File: src/mal_pkg.sv
// Purpose: Shared constants for the analog and segment port block
// Assumes: Byte addressed Avalon-MM, one register per 32-bit word
// Notes: Byte address is four times the register index
package mal_pkg;
    localparam int MAL_PORT_W = 8;
    localparam int MAL_ADDR_W = 8;
    // Register indices
    localparam logic [5:0] MAL_IDX_ANA_LATCH = 6'h06;
    localparam logic [5:0] MAL_IDX_SEG_LATCH = 6'h07;
    localparam logic [5:0] MAL_IDX_ANA_DIR = 6'h0c;
    localparam logic [5:0] MAL_IDX_SEG_PIN = 6'h0d;
    localparam logic [5:0] MAL_IDX_SEG_SEL = 6'h2b;
    localparam logic [5:0] MAL_IDX_CONV_CTRL = 6'h30;
    // Field position of the converter pin-select flag
    localparam int MAL_CONV_SEL_BIT = 0;
    // Reset values
    localparam logic [7:0] MAL_RST_ANA_LATCH = 8'h00;
    localparam logic [7:0] MAL_RST_SEG_LATCH = 8'hff;
    localparam logic [7:0] MAL_RST_ANA_DIR = 8'h00;
    localparam logic [7:0] MAL_RST_SEG_SEL = 8'h00;
    localparam logic MAL_RST_CONV_SEL = 1'b1;
    localparam logic [31:0] MAL_RD_UNMAPPED = 32'h0000_0000;
endpackage : mal_pkg

File: src/mal_io_ports.sv
// Purpose: Analog-capable port and segment-capable port with registers
// Assumes: Avalon-MM slave, byte address = 4 * register index
// Notes: Converter and LCD driver live outside; pins are split i/o/oe
//
// Behaviour
// Eight analog-port pins, per-bit direction
// Reset clears direction, latch; sets select flag
// Reset configuration forces internal inputs zero
// Software sets latch 1, direction 0 for inputs
// Software sets direction 1 for output
// Software clears latch and direction for analog
// Latch, direction, flag pick input/zero/analog/output
// Analog-mode bits read back as zero
// Wake-key pins keep direction zero
// No read-modify-write on analog latch
// Never drive a pin used as analog
// Avoid port writes during conversion
// Reset sets segment latch all ones
// Write latch one before segment-port input
// Segment-select routes pin to LCD or I/O
// Separate latch and pin-read addresses
// Pin read of segment pin is undefined
// Output pins driven from latch value
//
// The Avalon-MM slave port is this design's own decision.
`timescale 1ns/100ps
module mal_io_ports
    import mal_pkg::*;
#(
    parameter int PORT_W = MAL_PORT_W
) (
    input wire logic i_clk, // 25 MHz system clock
    input wire logic i_sys_rst, // Synchronous reset, active high
    input wire logic [MAL_ADDR_W-1:0] i_avs_address, // Byte address
    input wire logic i_avs_read, // Read request
    input wire logic i_avs_write, // Write request
    input wire logic [31:0] i_avs_writedata, // Write data
    input wire logic [3:0] i_avs_byteenable, // Byte lanes
    output logic [31:0] o_avs_readdata, // Read data
    output logic o_avs_waitrequest, // Stall
    input wire logic [PORT_W-1:0] i_ana_pin, // Analog port pin levels
    output logic [PORT_W-1:0] o_ana_pin, // Analog port pin drive
    output logic [PORT_W-1:0] o_ana_pin_oe, // Analog port drive enable
    output logic [PORT_W-1:0] o_ana_digital_in, // To int/counter/wake
    output logic [PORT_W-1:0] o_ana_conv_en, // Pin usable as AD input
    input wire logic [PORT_W-1:0] i_seg_pin, // Segment port pin levels
    output logic [PORT_W-1:0] o_seg_pin, // Segment port pin drive
    output logic [PORT_W-1:0] o_seg_pin_oe, // Segment port drive enable
    output logic [PORT_W-1:0] o_seg_lcd_route // Pin given to LCD driver
);
    logic [PORT_W-1:0] ana_latch_q;
    logic [PORT_W-1:0] ana_dir_q;
    logic conv_sel_q;
    logic [PORT_W-1:0] seg_latch_q;
    logic [PORT_W-1:0] seg_sel_q;
    logic [PORT_W-1:0] ana_s1_q, ana_s2_q, ana_s3_q, ana_flt_q;
    logic [PORT_W-1:0] seg_s1_q, seg_s2_q, seg_s3_q, seg_flt_q;
    logic [PORT_W-1:0] ana_in_mode;
    logic [PORT_W-1:0] ana_analog_mode;
    logic [PORT_W-1:0] ana_rd;
    logic [5:0] idx;
    logic wr_lane0;
    logic rd_pend_q;
    logic rd_start;
    logic [31:0] rd_d;
    logic [31:0] rd_q;

    function automatic logic [31:0] zext(input logic [PORT_W-1:0] v);
        zext = 32'h0000_0000;
        zext[PORT_W-1:0] = v;
    endfunction : zext

    assign idx = i_avs_address[7:2];
    assign wr_lane0 = i_avs_write && i_avs_byteenable[0];

    // Pin inputs: three stages, value moves once stages two and three agree
    always_ff @(posedge i_clk) begin
        ana_s1_q <= i_ana_pin;
        ana_s2_q <= ana_s1_q;
        ana_s3_q <= ana_s2_q;
        seg_s1_q <= i_seg_pin;
        seg_s2_q <= seg_s1_q;
        seg_s3_q <= seg_s2_q;
    end

    always_ff @(posedge i_clk) begin
        if (i_sys_rst) begin
            ana_flt_q <= '0;
            seg_flt_q <= '0;
        end else begin
            for (int i = 0; i < PORT_W; i++) begin
                if (ana_s2_q[i] == ana_s3_q[i]) begin
                    ana_flt_q[i] <= ana_s3_q[i];
                end
                if (seg_s2_q[i] == seg_s3_q[i]) begin
                    seg_flt_q[i] <= seg_s3_q[i];
                end
            end
        end
    end

    // Analog port control registers
    always_ff @(posedge i_clk) begin
        if (i_sys_rst) begin
            ana_latch_q <= MAL_RST_ANA_LATCH;
            ana_dir_q <= MAL_RST_ANA_DIR;
            conv_sel_q <= MAL_RST_CONV_SEL;
        end else if (wr_lane0) begin
            case (idx)
                MAL_IDX_ANA_LATCH: begin
                    ana_latch_q <= i_avs_writedata[PORT_W-1:0];
                end
                MAL_IDX_ANA_DIR: begin
                    ana_dir_q <= i_avs_writedata[PORT_W-1:0];
                end
                MAL_IDX_CONV_CTRL: begin
                    conv_sel_q <= i_avs_writedata[MAL_CONV_SEL_BIT];
                end
                default: begin
                end
            endcase
        end
    end

    // Segment port control registers
    always_ff @(posedge i_clk) begin
        if (i_sys_rst) begin
            seg_latch_q <= MAL_RST_SEG_LATCH;
            seg_sel_q <= MAL_RST_SEG_SEL;
        end else if (wr_lane0) begin
            case (idx)
                MAL_IDX_SEG_LATCH: begin
                    seg_latch_q <= i_avs_writedata[PORT_W-1:0];
                end
                MAL_IDX_SEG_SEL: begin
                    seg_sel_q <= i_avs_writedata[PORT_W-1:0];
                end
                default: begin
                end
            endcase
        end
    end

    // Per-pin mode of the analog port
    assign ana_in_mode = ~ana_dir_q & ana_latch_q;
    assign ana_analog_mode = ~ana_dir_q & ~ana_latch_q
        & {PORT_W{~conv_sel_q}};
    // Latch 0 with flag 1 reads fixed zero, covering the reset state
    assign o_ana_digital_in = ana_flt_q & ana_in_mode;
    assign o_ana_conv_en = ana_analog_mode;
    assign o_ana_pin = ana_latch_q;
    assign o_ana_pin_oe = ana_dir_q;

    // Output bits read the latch, input bits the pin, others zero
    assign ana_rd = (ana_dir_q & ana_latch_q)
        | (ana_in_mode & ana_flt_q);

    // Segment port: LCD route wins over general I/O
    assign o_seg_lcd_route = seg_sel_q;
    assign o_seg_pin = seg_latch_q & ~seg_sel_q;
    // Open-drain style: only a latched zero pulls, a one releases as input
    assign o_seg_pin_oe = ~seg_latch_q & ~seg_sel_q;

    always_comb begin
        rd_d = MAL_RD_UNMAPPED;
        case (idx)
            MAL_IDX_ANA_LATCH: rd_d = zext(ana_rd);
            MAL_IDX_SEG_LATCH: rd_d = zext(seg_latch_q);
            MAL_IDX_ANA_DIR: rd_d = zext(ana_dir_q);
            // Segment-routed bits return the filtered pin, undefined to software
            MAL_IDX_SEG_PIN: rd_d = zext(seg_flt_q);
            MAL_IDX_SEG_SEL: rd_d = zext(seg_sel_q);
            MAL_IDX_CONV_CTRL: rd_d = {31'h0000_0000, conv_sel_q};
            default: rd_d = MAL_RD_UNMAPPED;
        endcase
    end

    // Reads take one wait cycle so read data come from a flip-flop
    always_ff @(posedge i_clk) begin
        if (i_sys_rst) begin
            rd_pend_q <= 1'b0;
            rd_q <= 32'h0000_0000;
        end else begin
            rd_pend_q <= rd_start;
            if (rd_start) begin
                rd_q <= rd_d;
            end
        end
    end

    assign rd_start = i_avs_read && !rd_pend_q;
    assign o_avs_waitrequest = rd_start;
    assign o_avs_readdata = rd_q;

    // Register file, read handshake and pin mode checks
    property p_rst_defaults;
        @(posedge i_clk)
        $past(i_sys_rst) |-> ana_dir_q == MAL_RST_ANA_DIR
            && ana_latch_q == MAL_RST_ANA_LATCH
            && conv_sel_q == MAL_RST_CONV_SEL
            && seg_latch_q == MAL_RST_SEG_LATCH
            && seg_sel_q == MAL_RST_SEG_SEL;
    endproperty
    a_rst_defaults: assert property (p_rst_defaults)
        else $error("reset values wrong");

    property p_rst_zero_in;
        @(posedge i_clk) disable iff (i_sys_rst)
        (conv_sel_q && ana_latch_q == '0 && ana_dir_q == '0)
            |-> o_ana_digital_in == '0;
    endproperty
    a_rst_zero_in: assert property (p_rst_zero_in)
        else $error("reset-mode input not zero");

    property p_out_drive;
        @(posedge i_clk) disable iff (i_sys_rst)
        o_ana_pin_oe == ana_dir_q
            && (o_ana_pin & ana_dir_q) == (ana_latch_q & ana_dir_q);
    endproperty
    a_out_drive: assert property (p_out_drive)
        else $error("output drive not from latch");

    property p_ana_read_zero;
        @(posedge i_clk) disable iff (i_sys_rst)
        (rd_start && idx == MAL_IDX_ANA_LATCH)
            |=> (o_avs_readdata[PORT_W-1:0]
            & $past(ana_analog_mode)) == '0;
    endproperty
    a_ana_read_zero: assert property (p_ana_read_zero)
        else $error("analog bit read nonzero");

    property p_lat_write;
        @(posedge i_clk) disable iff (i_sys_rst)
        (wr_lane0 && idx == MAL_IDX_ANA_LATCH)
            |=> ana_latch_q == $past(i_avs_writedata[PORT_W-1:0]);
    endproperty
    a_lat_write: assert property (p_lat_write)
        else $error("latch write lost");

    property p_seg_route;
        @(posedge i_clk) disable iff (i_sys_rst)
        (o_seg_pin_oe & seg_sel_q) == '0;
    endproperty
    a_seg_route: assert property (p_seg_route)
        else $error("LCD pin enabled by port");

    property p_seg_pin_rd;
        @(posedge i_clk) disable iff (i_sys_rst)
        (rd_start && idx == MAL_IDX_SEG_PIN)
            |=> o_avs_readdata[PORT_W-1:0] == $past(seg_flt_q);
    endproperty
    a_seg_pin_rd: assert property (p_seg_pin_rd)
        else $error("pin read wrong");

    property p_dig_in;
        @(posedge i_clk) disable iff (i_sys_rst)
        o_ana_digital_in == (ana_flt_q & ~ana_dir_q & ana_latch_q);
    endproperty
    a_dig_in: assert property (p_dig_in)
        else $error("input mode wrong");

    property p_rd_wait;
        @(posedge i_clk) disable iff (i_sys_rst)
        rd_start |-> o_avs_waitrequest ##1 !o_avs_waitrequest;
    endproperty
    a_rd_wait: assert property (p_rd_wait)
        else $error("read wait not one cycle");

    property p_conv_off;
        @(posedge i_clk) disable iff (i_sys_rst)
        conv_sel_q |-> o_ana_conv_en == '0;
    endproperty
    a_conv_off: assert property (p_conv_off)
        else $error("converter pin while flag set");

    // A converter pin must never be driven nor be a digital input
    property p_conv_excl;
        @(posedge i_clk) disable iff (i_sys_rst)
        (o_ana_conv_en & (ana_dir_q | ana_latch_q)) == '0;
    endproperty
    a_conv_excl: assert property (p_conv_excl)
        else $error("converter pin in wrong mode");

    property p_dir_write;
        @(posedge i_clk) disable iff (i_sys_rst)
        (wr_lane0 && idx == MAL_IDX_ANA_DIR)
            |=> ana_dir_q == $past(i_avs_writedata[PORT_W-1:0]);
    endproperty
    a_dir_write: assert property (p_dir_write)
        else $error("direction write lost");

    property p_seg_lat_write;
        @(posedge i_clk) disable iff (i_sys_rst)
        (wr_lane0 && idx == MAL_IDX_SEG_LATCH)
            |=> seg_latch_q == $past(i_avs_writedata[PORT_W-1:0]);
    endproperty
    a_seg_lat_write: assert property (p_seg_lat_write)
        else $error("segment latch write lost");

    property p_sel_write;
        @(posedge i_clk) disable iff (i_sys_rst)
        (wr_lane0 && idx == MAL_IDX_SEG_SEL)
            |=> o_seg_lcd_route == $past(i_avs_writedata[PORT_W-1:0]);
    endproperty
    a_sel_write: assert property (p_sel_write)
        else $error("segment select write lost");

    property p_conv_write;
        @(posedge i_clk) disable iff (i_sys_rst)
        (wr_lane0 && idx == MAL_IDX_CONV_CTRL)
            |=> conv_sel_q == $past(i_avs_writedata[MAL_CONV_SEL_BIT]);
    endproperty
    a_conv_write: assert property (p_conv_write)
        else $error("converter flag write lost");

    // Only lane zero carries a register, other lanes must change nothing
    property p_be_guard;
        @(posedge i_clk) disable iff (i_sys_rst)
        (i_avs_write && !i_avs_byteenable[0])
            |=> $stable(ana_latch_q) && $stable(ana_dir_q)
            && $stable(conv_sel_q) && $stable(seg_latch_q)
            && $stable(seg_sel_q);
    endproperty
    a_be_guard: assert property (p_be_guard)
        else $error("write without lane zero stored");

    property p_wr_no_wait;
        @(posedge i_clk) disable iff (i_sys_rst)
        i_avs_write |-> !o_avs_waitrequest;
    endproperty
    a_wr_no_wait: assert property (p_wr_no_wait)
        else $error("write stalled");

    // Read data must stand until the next read is captured
    property p_rd_hold;
        @(posedge i_clk) disable iff (i_sys_rst)
        !rd_start |=> $stable(o_avs_readdata);
    endproperty
    a_rd_hold: assert property (p_rd_hold)
        else $error("read data changed without read");

    property p_lcd_pin_drive;
        @(posedge i_clk) disable iff (i_sys_rst)
        (o_seg_pin & seg_sel_q) == '0;
    endproperty
    a_lcd_pin_drive: assert property (p_lcd_pin_drive)
        else $error("LCD pin carries port data");

    property p_seg_rd_latch;
        @(posedge i_clk) disable iff (i_sys_rst)
        (rd_start && idx == MAL_IDX_SEG_LATCH)
            |=> o_avs_readdata[PORT_W-1:0] == $past(seg_latch_q);
    endproperty
    a_seg_rd_latch: assert property (p_seg_rd_latch)
        else $error("segment latch read wrong");

    property p_ana_out_read;
        @(posedge i_clk) disable iff (i_sys_rst)
        (rd_start && idx == MAL_IDX_ANA_LATCH)
            |=> (o_avs_readdata[PORT_W-1:0] & $past(ana_dir_q))
            == $past(ana_latch_q & ana_dir_q);
    endproperty
    a_ana_out_read: assert property (p_ana_out_read)
        else $error("output bit read not latch");
endmodule : mal_io_ports

File: config.mk
export PLATFORM = sky130hd
export DESIGN_NAME = mal_io_ports
export DESIGN_NICKNAME = d
export VERILOG_FILES = /design/src/mal_pkg.sv /design/src/mal_io_ports.sv
export SDC_FILE = /design/constraint.sdc
export NUM_CORES = 1
export LEC_CHECK = 0
export ABC_AREA = 1
export BUFFER_PORTS_ARGS = -buffer_cell sky130_fd_sc_hd__buf_2
export CAP_MARGIN = 20
export CORE_UTILIZATION = 48
export DETAILED_ROUTE_END_ITERATION = 12
export PLACE_DENSITY = 0.79
export SYNTH_ARGS = -nofsm -noshare
export SYNTH_HDL_FRONTEND = slang
export SYNTH_SLANG_ARGS = --single-unit
File: constraint.sdc
create_clock -name i_clk -period 1.2 [get_ports i_clk]
set_input_delay 0.12 -clock i_clk [delete_from_list [all_inputs] [get_ports i_clk]]
set_output_delay 0.12 -clock i_clk [all_outputs]
set_load 0.05 [all_outputs]
Word level (Yosys, flattened, before mapping) --
Cells that the tools add are included.
Word-level totals: output and inout bits 89, register bits after elaboration 130, input port bits 64
Operators by class: bitwise operators 13, equality and inequality tests 22, reductions and logical operators 8, mux-type cells 1
Operators by type and width (number):
- 8-bit bitwise AND | 7
- 8-bit one-hot mux with 6 select lines | 1
- 8-bit inverter | 4
- 1-bit == test | 16
- 6-bit by 3-bit == test with 1-bit output, second input constant | 2
- 6-bit by 4-bit == test with 1-bit output, second input constant | 2
- 6-bit == test, second input constant | 2
- 2-bit AND reduction | 5
- 8-bit bitwise OR | 1
- 1-bit logical AND | 2
- 1-bit logical NOT | 1
- 1-bit inverter | 1

Depth between registers and ports, before layout --
Gate-level depths: netlist of run 1.
depth after elaboration 5, mapped depth 8, depth with buffers taken out 7

Worst setup path after synthesis of run 1 --
Ideal clock, no wire load.
path type reg-to-output, start point register ana_dir_q[0] (netlist: o_ana_pin_oe[0]), end point output o_ana_conv_en[0], data arrival time 1.659 ns, path buffers 0, setup slack -0.579 ns, stages on the path, launching flop included 2, cell sequence dfxtp_1 -> nor3_1
On the way: cells in the longest elaborated chain, start to end 3
Ends and longest elaborated chain:
- start, declared | RTL line mal_io_ports.sv:52 | logic [PORT_W-1:0] ana_dir_q;
- start signal, assigned | RTL line mal_io_ports.sv:114 | ana_dir_q <= i_avs_writedata[PORT_W-1:0];
- 8-bit inverter | RTL line mal_io_ports.sv:146 | assign ana_analog_mode = ~ana_dir_q & ~ana_latch_q
- 8-bit bitwise AND | RTL line mal_io_ports.sv:146
- 8-bit bitwise AND | RTL line mal_io_ports.sv:147 | & {PORT_W{~conv_sel_q}};
- end, declared | RTL line mal_io_ports.sv:45 | output logic [PORT_W-1:0] o_ana_conv_en,
Every way passes these cells.

Worst setup path after layout of run 1 --
start point register conv_sel_q, end point output o_ana_conv_en[4]
On the way: cells in the longest elaborated chain, start to end 2
Ends and longest elaborated chain:
- start, declared | RTL line mal_io_ports.sv:53 | logic conv_sel_q;
- start signal, assigned | RTL line mal_io_ports.sv:117 | conv_sel_q <= i_avs_writedata[MAL_CONV_SEL_BIT];
- 1-bit inverter | RTL line mal_io_ports.sv:147
- 8-bit bitwise AND | RTL line mal_io_ports.sv:147
Every way passes these cells.

==> results.py, run 1 <==
metrics = {
    "worst_setup_path": {
        "cp_max_fo": 6,
        "cp_slowest_cell": "dfxtp_2",
        "cp_cell_sequence": "buf_12, nor3_4, buf_6",
        "required_ns": 1.08,
        "cpPeakStageDelay_ns": 0.35,
        "endpoint_kind": "output port",
        "crit_arrival_ns": 1.15,
        "startpoint_type": "register",
        "critPathKind": "register to output port",
        "reg2reg_depth": 6,
    },
    "placement": {
        "gp_congestion": 0.848,
        "placedCellCount": 676,
        "dp_hpwl_um": 6700,
        "dpl_worst_slack_ns": -0.0691,
        "port_buffers": 99,
    },
    "yosys": {
        "async_flop_share": 0,
        "syn_area_sq_um": 3900,
        "ys_types": 24,
        "seq_area_frac_synth": 0.545,
        "synth_most_common_cell": "dfxtp_1",
        "synthCells": 471,
        "ys_seq_elements": 106,
        "syn_avg_cell_area_sq_um": 8.27,
        "yosys-top-cells-count": "dfxtp_1, nor2_1, o21ai_0",
        "synth_top_area_frac": 0.545,
        "synth-edff-count": 0,
        "ys.flop_type": "dfxtp_1",
        "synth_area_leaders": "dfxtp_1, nor2_1, o21ai_0",
        "ys_warn_count": 0,
        "yosysTopAreaCell": "dfxtp_1",
    },
    "route": {
        "wirelength_um": 10100,
        "viasPerCell": 5.12,
        "vias": 3658,
        "first_iter_violations": 221,
        "wire_per_inst_um": 14.1,
        "drc": 0,
        "final_antenna_net_count": 0,
        "drt-pass1-iter-count": 4,
    },
    "run_status": {
        "outcome": "complete, but fails checks",
        "violations": "negative setup slack",
    },
    "floorplanning": {
        "die_w_um": 92.1,
        "die_h_um": 92.1,
        "top_level_ports": 153,
        "core_area_sq_um": 7810,
        "rows": 32,
        "start_util": 0.499,
        "die-area_sq_um": 8480,
    },
    "layout": {
        "antenna_cells": 0,
        "area_growth_pct": 41.5,
        "nets": 672,
        "instances_no_fill": 714,
        "drive_gt1_frac": 0.381,
        "utilization": 0.706,
    },
    "cts": {
        "cts_sinks": 106,
        "cts_tree": "built",
        "cts-root-buf": "clkbuf_8",
        "h-tree-depth": 3,
        "cts_max_path_buffers": 2,
        "numCtsBuffers": 9,
        "clkLatencyLatePin_ns": 0.35,
        "clk_pin_slew_ns": 0.09,
    },
    "run": {
        "cap_viol_max_count": 0,
    },
    "sta": {
        "finalSetupViolCount": 8,
        "tns_ns": -0.488,
        "fin_ws_ns": -0.0688,
        "period_share": 1.06,
        "drv_slew": 0,
        "max_freq_mhz": 788,
        "fin_crit_ns": 1.27,
        "hold_viol": 0,
        "rsz0062_at_grt": "yes",
        "skew_ns": 0.00812,
    },
    "min_path": {
        "min_path_type": "input pin to register",
        "holdPathStages": 3,
    },
    "power_and_ir_drop": {
        "powerDensity_nw_per_um2": 1160,
        "switching_power_mw": 1.73,
        "vdd_ir_drop_max_v": 0.000913,
        "internal_power_mw": 4.66,
        "leakagePower_nw": 2.65,
        "pwr-share-comb": 0.113,
        "report.power.total_mw": 6.38,
        "sw_frac_of_total": 0.270,
        "seqPwrFrac": 0.582,
        "p_clk_frac": 0.305,
    },
    "global_routing": {
        "grt_pass1_wl_um": 16000,
        "grt_pass1_vias": 3425,
        "overflow": 0,
        "antenna_found_initial": 0,
        "track_usage": 0.242,
        "grt_max_degree": 57,
    },
}
-- power groups by stage --
stage	Sequential [mW]	Clock [mW]	Combinational, mW
6_report	3.72	1.95	0.720
5_1_grt	3.73	2.13	0.772
4_1_cts	3.72	1.97	0.690
3_5_place_dp	3.81	0	0.633
3_3_place_gp	3.81	0	0.623
2_1_floorplan	3.86	0	0.442
-- logic make-up after synthesis --
logic type / Yosys count / synth area share
buffers and inverters: 67 / 0.0918
AOI/OAI and AO/OA: 96 / 0.130
and+or+nand+nor: 201 / 0.232
other: 1 / 0.000962
DFF: 106 / 0.545
-- placed cells by master (no fill, tap or decap), types with 6 or more instances in the layout --
master / n
a21oi_1: 31
buf_2: 50
buf_4: 35
buf_6: 26
clkbuf_8: 10
conb_1: 24
dfxtp_1: 68
dfxtp_2: 23
dfxtp_4: 15
dlygate4sd3_1: 17
inv_1: 21
inv_2: 7
nand2_1: 36
nand2_2: 6
nand2_4: 6
nand3_1: 35
nor2_1: 74
nor2_2: 12
nor2_4: 12
nor3_1: 8
nor3_4: 8
o211ai_1: 8
o21ai_0: 53
-- layer usage --
| layer | global-route usage | share of wire | routed length (um) |
|---|---|---|---|
| met4 | 0.0872 | 0.016 | 157 |
| met1 | 0.291 | 0.42 | 4230 |
| met2 | 0.428 | 0.50 | 5000 |
| met3 | 0.0456 | 0.067 | 677 |
| met5 | 0 | 0 | 0 |
-- critical path: cells and delay by family, from the launching register on --
family	cells	cell delay [ns]
buf+inv	2	0.33
flops	1	0.35
simple gates	1	0.12
-- registers in the layout (all words and copies together), names as in the netlist --
name	count
seg_s1_q	8
o_ana_pin	8
seg_flt_q	8
seg_latch_q	8
o_avs_readdata	8
o_seg_lcd_route	8
rd_pend_q	1
ana_s3_q	8
ana_s2_q	8
ana_flt_q	8
seg_s2_q	8
seg_s3_q	8
ana_s1_q	8
conv_sel_q	1
o_ana_pin_oe	8
-- area by class of cell --
type	count	area (sq um)
fill	608	2300
sequential	106	2210
multi-input combinational	321	1730
timing repair buffer	141	1170
clock buffer	11	141
tap	102	128
inverter	29	111
clock inverter	4	27.5
-- timing repair --
action / in CTS / in global routing
hold endpoints to repair: 17 / 0
buffers inserted: 1 / 4
pin swaps: 6 / 9
gates cloned: 0 / 1
hold buffers: 17 / 0
resized for setup: 87 / 80
endpoints found under the setup margin: 34 / 44
-- stage by stage --
| stage | area [sq um] | hold WS, ns |
|---|---|---|
| finish | 5510 | 0.0338 |
| global route | 5510 | 0.0376 |
| CTS | 5280 | 0.0206 |
| detailed placement | 4690 | 0.224 |
| global placement | 4690 | 0.222 |
| floorplan | 4140 | 0.148 |
-- worst paths after layout --
kind                      startpoint           endpoint  slack [ns]
hold reg to reg          seg_s1_q[7]        seg_s2_q[7]        0.32
setup / recovery          conv_sel_q   o_ana_conv_en[4]       -0.07
hold / removal    i_avs_writedata[7]       o_ana_pin[7]        0.03
setup reg to reg           rd_pend_q  o_avs_readdata[0]        0.11
Note: power is estimated with default switching activity, not from simulation.
==> run 2, diff against run 1 <==
CORE_UTILIZATION = 52   (was 48)
PLACE_DENSITY = 0.85   (was 0.79)
clock period = 1.5 ns   (was 1.2 ns; I/O delays follow)
==> run 2 against run 1 <==
Net effect:
- critical path depth stayed put
- flip-flop and latch count stayed put
- final area is 11% lower
- cell count decreased by 2.5%
- setup slack gained 0.13 ns
- combinational power down 26%
- the flow now finishes without violations
- clock power is 19% lower
- worst hold slack improved by 0.019 ns
- critical endpoint unchanged
- total power shrank 20%
==> results.py, run 2 (synthesized netlist as in run 1, its figures left out) <==
metrics = {
    "global_routing": {
        "grt_pass1_vias": 3086,
        "busiest_layer": "met2",
        "antenna_found_initial": 0,
        "grt_max_degree": 57,
        "grt_pass1_wl_um": 14100,
        "track_usage": 0.236,
        "overflow": 0,
        "use_met1": 0.283,
        "use_met3": 0.0625,
        "grt_use_met2": 0.398,
    },
    "sta": {
        "finalSetupViolCount": 0,
        "hold_viol": 0,
        "fin_crit_ns": 1.44,
        "rsz0062_at_grt": "no",
        "tns_ns": 0,
        "max_freq_mhz": 694,
        "skew_ns": 0.00719,
        "period_share": 0.961,
        "drv_slew": 0,
    },
    "cts": {
        "cts-root-buf": "clkbuf_8",
        "cts_tree": "built",
        "h-tree-depth": 3,
        "cts_max_path_buffers": 2,
        "numCtsBuffers": 9,
        "cts_sinks": 106,
        "clk_pin_slew_ns": 0.09,
        "clkLatencyLatePin_ns": 0.37,
        "cts_setup_buffers": 0,
    },
    "floorplanning": {
        "die_h_um": 88.6,
        "die_w_um": 88.6,
        "start_util": 0.537,
        "top_level_ports": 153,
        "core_area_sq_um": 7250,
        "die-area_sq_um": 7840,
        "rows": 31,
    },
    "route": {
        "first_iter_violations": 225,
        "final_antenna_net_count": 0,
        "wirelength_um": 9210,
        "drt-pass1-iter-count": 5,
        "viasPerCell": 5.17,
        "wire_per_inst_um": 13.2,
        "vias": 3597,
        "drc": 0,
    },
    "power_and_ir_drop": {
        "p_clk_frac": 0.309,
        "vdd_ir_drop_max_v": 0.00110,
        "powerDensity_nw_per_um2": 1040,
        "sw_frac_of_total": 0.268,
        "leakagePower_nw": 2.42,
        "seqPwrFrac": 0.587,
        "switching_power_mw": 1.36,
        "internal_power_mw": 3.72,
        "pwr-share-comb": 0.104,
    },
    "worst_setup_path": {
        "endpoint_kind": "output port",
        "cp_max_fo": 7,
        "required_ns": 1.35,
        "startpoint_type": "register",
        "crit_arrival_ns": 1.29,
        "critPathKind": "register to output port",
    },
    "placement": {
        "dp_hpwl_um": 6450,
        "gp_congestion": 0.936,
        "place_area_sq_um": 4510,
        "port_buffers": 99,
    },
    "layout": {
        "stdcell_area_sq_um": 4880,
        "drive_gt1_frac": 0.261,
        "multiInputGateArea_sq_um": 1570,
        "area_growth_pct": 25.2,
        "layout_commonest_cell": "dfxtp_1",
        "final_cell_mix": "dfxtp_1, buf_2, nor2_1",
        "nFillCells": 578,
        "seq_area_sq_um": 2120,
        "antenna_cells": 0,
        "nets": 656,
    },
    "run": {
        "cap_viol_max_count": 0,
    },
    "min_path": {
        "min_path_type": "input pin to register",
    },
    "run_status": {
        "outcome": "completed",
    },
}
[run 2: changes by cell type in the layout (fill, tap and decap cells not counted), sizes merged]
cell / change
buf: -11
clkbuf: -3
clkinv: -1
clkinvlp: +1
inv: -1
[run 2: worst paths after layout]
| kind | slack, ns | cells past startpoint | to | from |
|---|---|---|---|---|
| min reg2reg | 0.33 | 0 | ana_s2_q[1] | ana_s1_q[1] |
| max | 0.06 | 3 | o_ana_conv_en[4] | conv_sel_q |
| min | 0.05 | 3 | o_ana_pin[0] | i_avs_writedata[0] |
| max reg2reg | 0.47 | 5 | o_avs_readdata[0] | rd_pend_q |
[run 2: worst max-delay path: stages, from the launching register on]
cell and delay [ns]:
dfxtp_2 0.38, buf_12 0.16, nor3_2 0.16, buf_4 0.22
[run 2: stage by stage]
| stage | util | power, mW | hold WS, ns | std cells | setup WS [ns] |
|---|---|---|---|---|---|
| finish | 0.673 | 5.09 | 0.0531 | 696 | 0.0582 |
| floorplan | - | 3.44 | 0.178 | 494 | 0.0835 |
| detailed placement | 0.621 | 3.54 | 0.254 | 663 | 0.139 |
| CTS | 0.672 | 5.10 | 0.0501 | 696 | 0.00624 |
| global route | 0.673 | 5.29 | 0.0542 | 696 | 0.0121 |
| global placement | 0.621 | 3.52 | 0.252 | 663 | 0.195 |
[run 2: timing repair]
action                     in CTS  in global routing
hold endpoints to repair       17                  0
hold buffers                   17                  0
setup endpoints to repair       7                  7
cloned                          0                  0
gates resized for setup         8                  2
[run 2: routing by layer]
metal	vias up	wire length [um]
met3	23	646
met4	0	234
met1	1679	3830
met2	153	4500
li1	1742	-
met5	-	0
[run 2: power by group through the flow]
stage / clock, mW / combinational, mW / sequential, mW
after global routing: 1.72 / 0.572 / 3.00
final: 1.57 / 0.530 / 2.98
after CTS: 1.59 / 0.525 / 2.98
after detailed placement: 0 / 0.489 / 3.05
after floorplan: 0 / 0.352 / 3.09
after global placement: 0 / 0.476 / 3.04
[run 2: layout make-up]
cell class,instances,area share
multi-input cells,321,0.322
well taps,99,0.0254
flip-flops and latches,106,0.435
clock inverters,3,0.00513
repair buffers,125,0.160
clock buffers,13,0.0305
inverters,29,0.0223
==> run 3, diff against run 2 <==
BUFFER_PORTS_ARGS = default   (was -buffer_cell sky130_fd_sc_hd__buf_2)
CORE_UTILIZATION = 65   (was 52)
DONT_BUFFER_PORTS = 1   (was default)
PLACE_DENSITY = 0.81   (was 0.85)
==> run 3 against run 2 <==
Net effect:
- clock power hardly changed
- sequential share of layout area is 0.74 points lower
- fmax is 1.8% lower
- critical endpoint is now o_ana_conv_en[2]
- largest power group unchanged
- final area is 1.7% higher
- flip-flop and latch count stayed put
- clock skew is 0.0041 ns higher
- first-iteration DRC count is 56% higher
- setup slack worse by 0.026 ns
- utilization is 21 points higher
- combinational power is 2% lower
==> results.py, run 3 (synthesized netlist as in run 1, its figures left out) <==
metrics = {
    "run_status": {
        "outcome": "completed",
    },
    "worst_setup_path": {
        "cpPeakStageDelay_ns": 0.34,
        "path_depth": 3,
        "crit_arrival_ns": 1.32,
        "cp_slowest_cell": "dfxtp_1",
        "cp_cell_sequence": "buf_4, nor3_2, buf_6",
        "required_ns": 1.35,
        "reg2reg_depth": 4,
        "endpoint_kind": "output port",
        "cp_max_fo": 8,
        "critPathKind": "register to output port",
        "startpoint_type": "register",
        "critical_path_buf_inv_count": 2,
        "crit_family": "buffers and inverters",
    },
    "layout": {
        "multiInputGateArea_sq_um": 1560,
        "nets": 628,
        "drive_gt1_frac": 0.211,
        "layout_commonest_cell": "dfxtp_1",
        "area_growth_pct": 27.3,
        "instances_no_fill": 641,
        "final_cell_mix": "dfxtp_1, nor2_1, buf_4",
        "nFillCells": 265,
        "seq_area_sq_um": 2120,
        "utilization": 0.879,
        "antenna_cells": 0,
    },
    "cts": {
        "numCtsBuffers": 9,
        "cts_sinks": 106,
        "clkLatencyLatePin_ns": 0.36,
        "cts_tree": "built",
        "cts_max_path_buffers": 2,
        "cts-root-buf": "clkbuf_8",
        "clk_pin_slew_ns": 0.09,
        "h-tree-depth": 3,
    },
    "global_routing": {
        "grt_max_degree": 57,
        "grt_pass1_wl_um": 16500,
        "track_usage": 0.349,
        "grt_pass1_vias": 3437,
        "overflow": 0,
        "antenna_found_initial": 0,
    },
    "route": {
        "top_layer": "met4",
        "met3_wirelength_um": 970,
        "wirelength_um": 10600,
        "wire_per_inst_um": 16.5,
        "final_antenna_net_count": 0,
        "wl_met1_um": 3820,
        "route.met2.wl_um": 5300,
        "vias": 3727,
        "drt-pass1-iter-count": 9,
        "drc": 0,
        "viasPerCell": 5.81,
        "first_iter_violations": 350,
    },
    "min_path": {
        "min_path_type": "input pin to register",
        "holdPathStages": 3,
    },
    "floorplanning": {
        "core_area_sq_um": 5640,
        "start_util": 0.691,
        "top_level_ports": 153,
        "die_w_um": 79.4,
        "die-area_sq_um": 6310,
        "die_h_um": 79.4,
        "rows": 27,
    },
    "sta": {
        "fin_ws_ns": 0.0322,
        "finalSetupViolCount": 0,
        "skew_ns": 0.0113,
        "hold_viol": 0,
        "fin_crit_ns": 1.47,
        "period_share": 0.979,
        "tns_ns": 0,
        "drv_slew": 0,
        "rsz0062_at_grt": "no",
        "max_freq_mhz": 681,
    },
    "power_and_ir_drop": {
        "vdd_ir_drop_max_v": 0.000968,
        "report.power.total_mw": 5.06,
        "leakagePower_nw": 2.33,
        "powerDensity_nw_per_um2": 1020,
    },
    "placement": {
        "dpl_worst_slack_ns": 0.284,
        "placedCellCount": 600,
        "gp_congestion": 0.876,
        "port_buffers": 0,
        "dp_hpwl_um": 6450,
    },
    "run": {
        "cap_viol_max_count": 0,
    },
}
[run 3: changes by cell type in the layout (fill, tap and decap cells not counted), sizes merged]
| cell | change |
|---|---|
| buf | -36 |
| clkbuf | -2 |
| clkinv | -1 |
| clkinvlp | +1 |
| dlygate4sd3 | +8 |
| inv | +2 |
[run 3: layout make-up]
class                   count  share of cell area
clock inverters             5             0.00757
flip-flops and latches    106               0.428
inverters                  29              0.0219
well taps                  72              0.0182
multi-input cells         321               0.315
clock buffers              11              0.0265
repair buffers             97               0.183
[run 3: worst paths after layout]
check	to	startpoint	slack, ns
worst min register to register	seg_s2_q[7]	seg_s1_q[7]	0.34
worst max register to register	o_avs_readdata[5]	o_ana_pin_oe[5]	0.36
worst max-delay path	o_ana_conv_en[2]	conv_sel_q	0.03
worst min-delay path	conv_sel_q	i_avs_address[5]	0.07
[run 3: worst register-to-register path, cell delays in order, from the launching register on]
cell and delay (ns):
dfxtp_1 0.53, o21ai_0 0.16, nor2_1 0.15, nor2_1 0.05, a21oi_1 0.18
[run 3: metrics by stage]
stage / hold WS [ns] / area (sq um)
6_report: 0.0727 / 4960
3_5_place_dp: 0.178 / 4540
2_1_floorplan: 0.178 / 4040
4_1_cts: 0.0514 / 4960
5_1_grt: 0.0596 / 4960
3_3_place_gp: 0.178 / 4540
[run 3: power breakdown]
| part | total (mW) | internal, mW | switching (mW) |
|---|---|---|---|
| sequential | 2.99 | 2.92 | 0.0695 |
| combinational | 0.517 | 0.135 | 0.382 |
| clock | 1.55 | 0.615 | 0.938 |
| total | 5.06 | 3.67 | 1.39 |
[run 3: per-layer routing]
metal  track usage  up-vias
met1         0.397     1708
met4         0.213        0
met2         0.603      285
met5             0        -
li1              -     1675
met3        0.0640       59
[run 3: what timing repair did]
| action | 4_1_cts | 5_1_grt |
|---|---|---|
| setup endpoints to repair | 0 | 1 |
| endpoints found under the hold margin | 47 | 0 |
| hold buffers | 25 | 0 |
| resized for setup | 0 | 1 |
| buffers inserted | 0 | 0 |
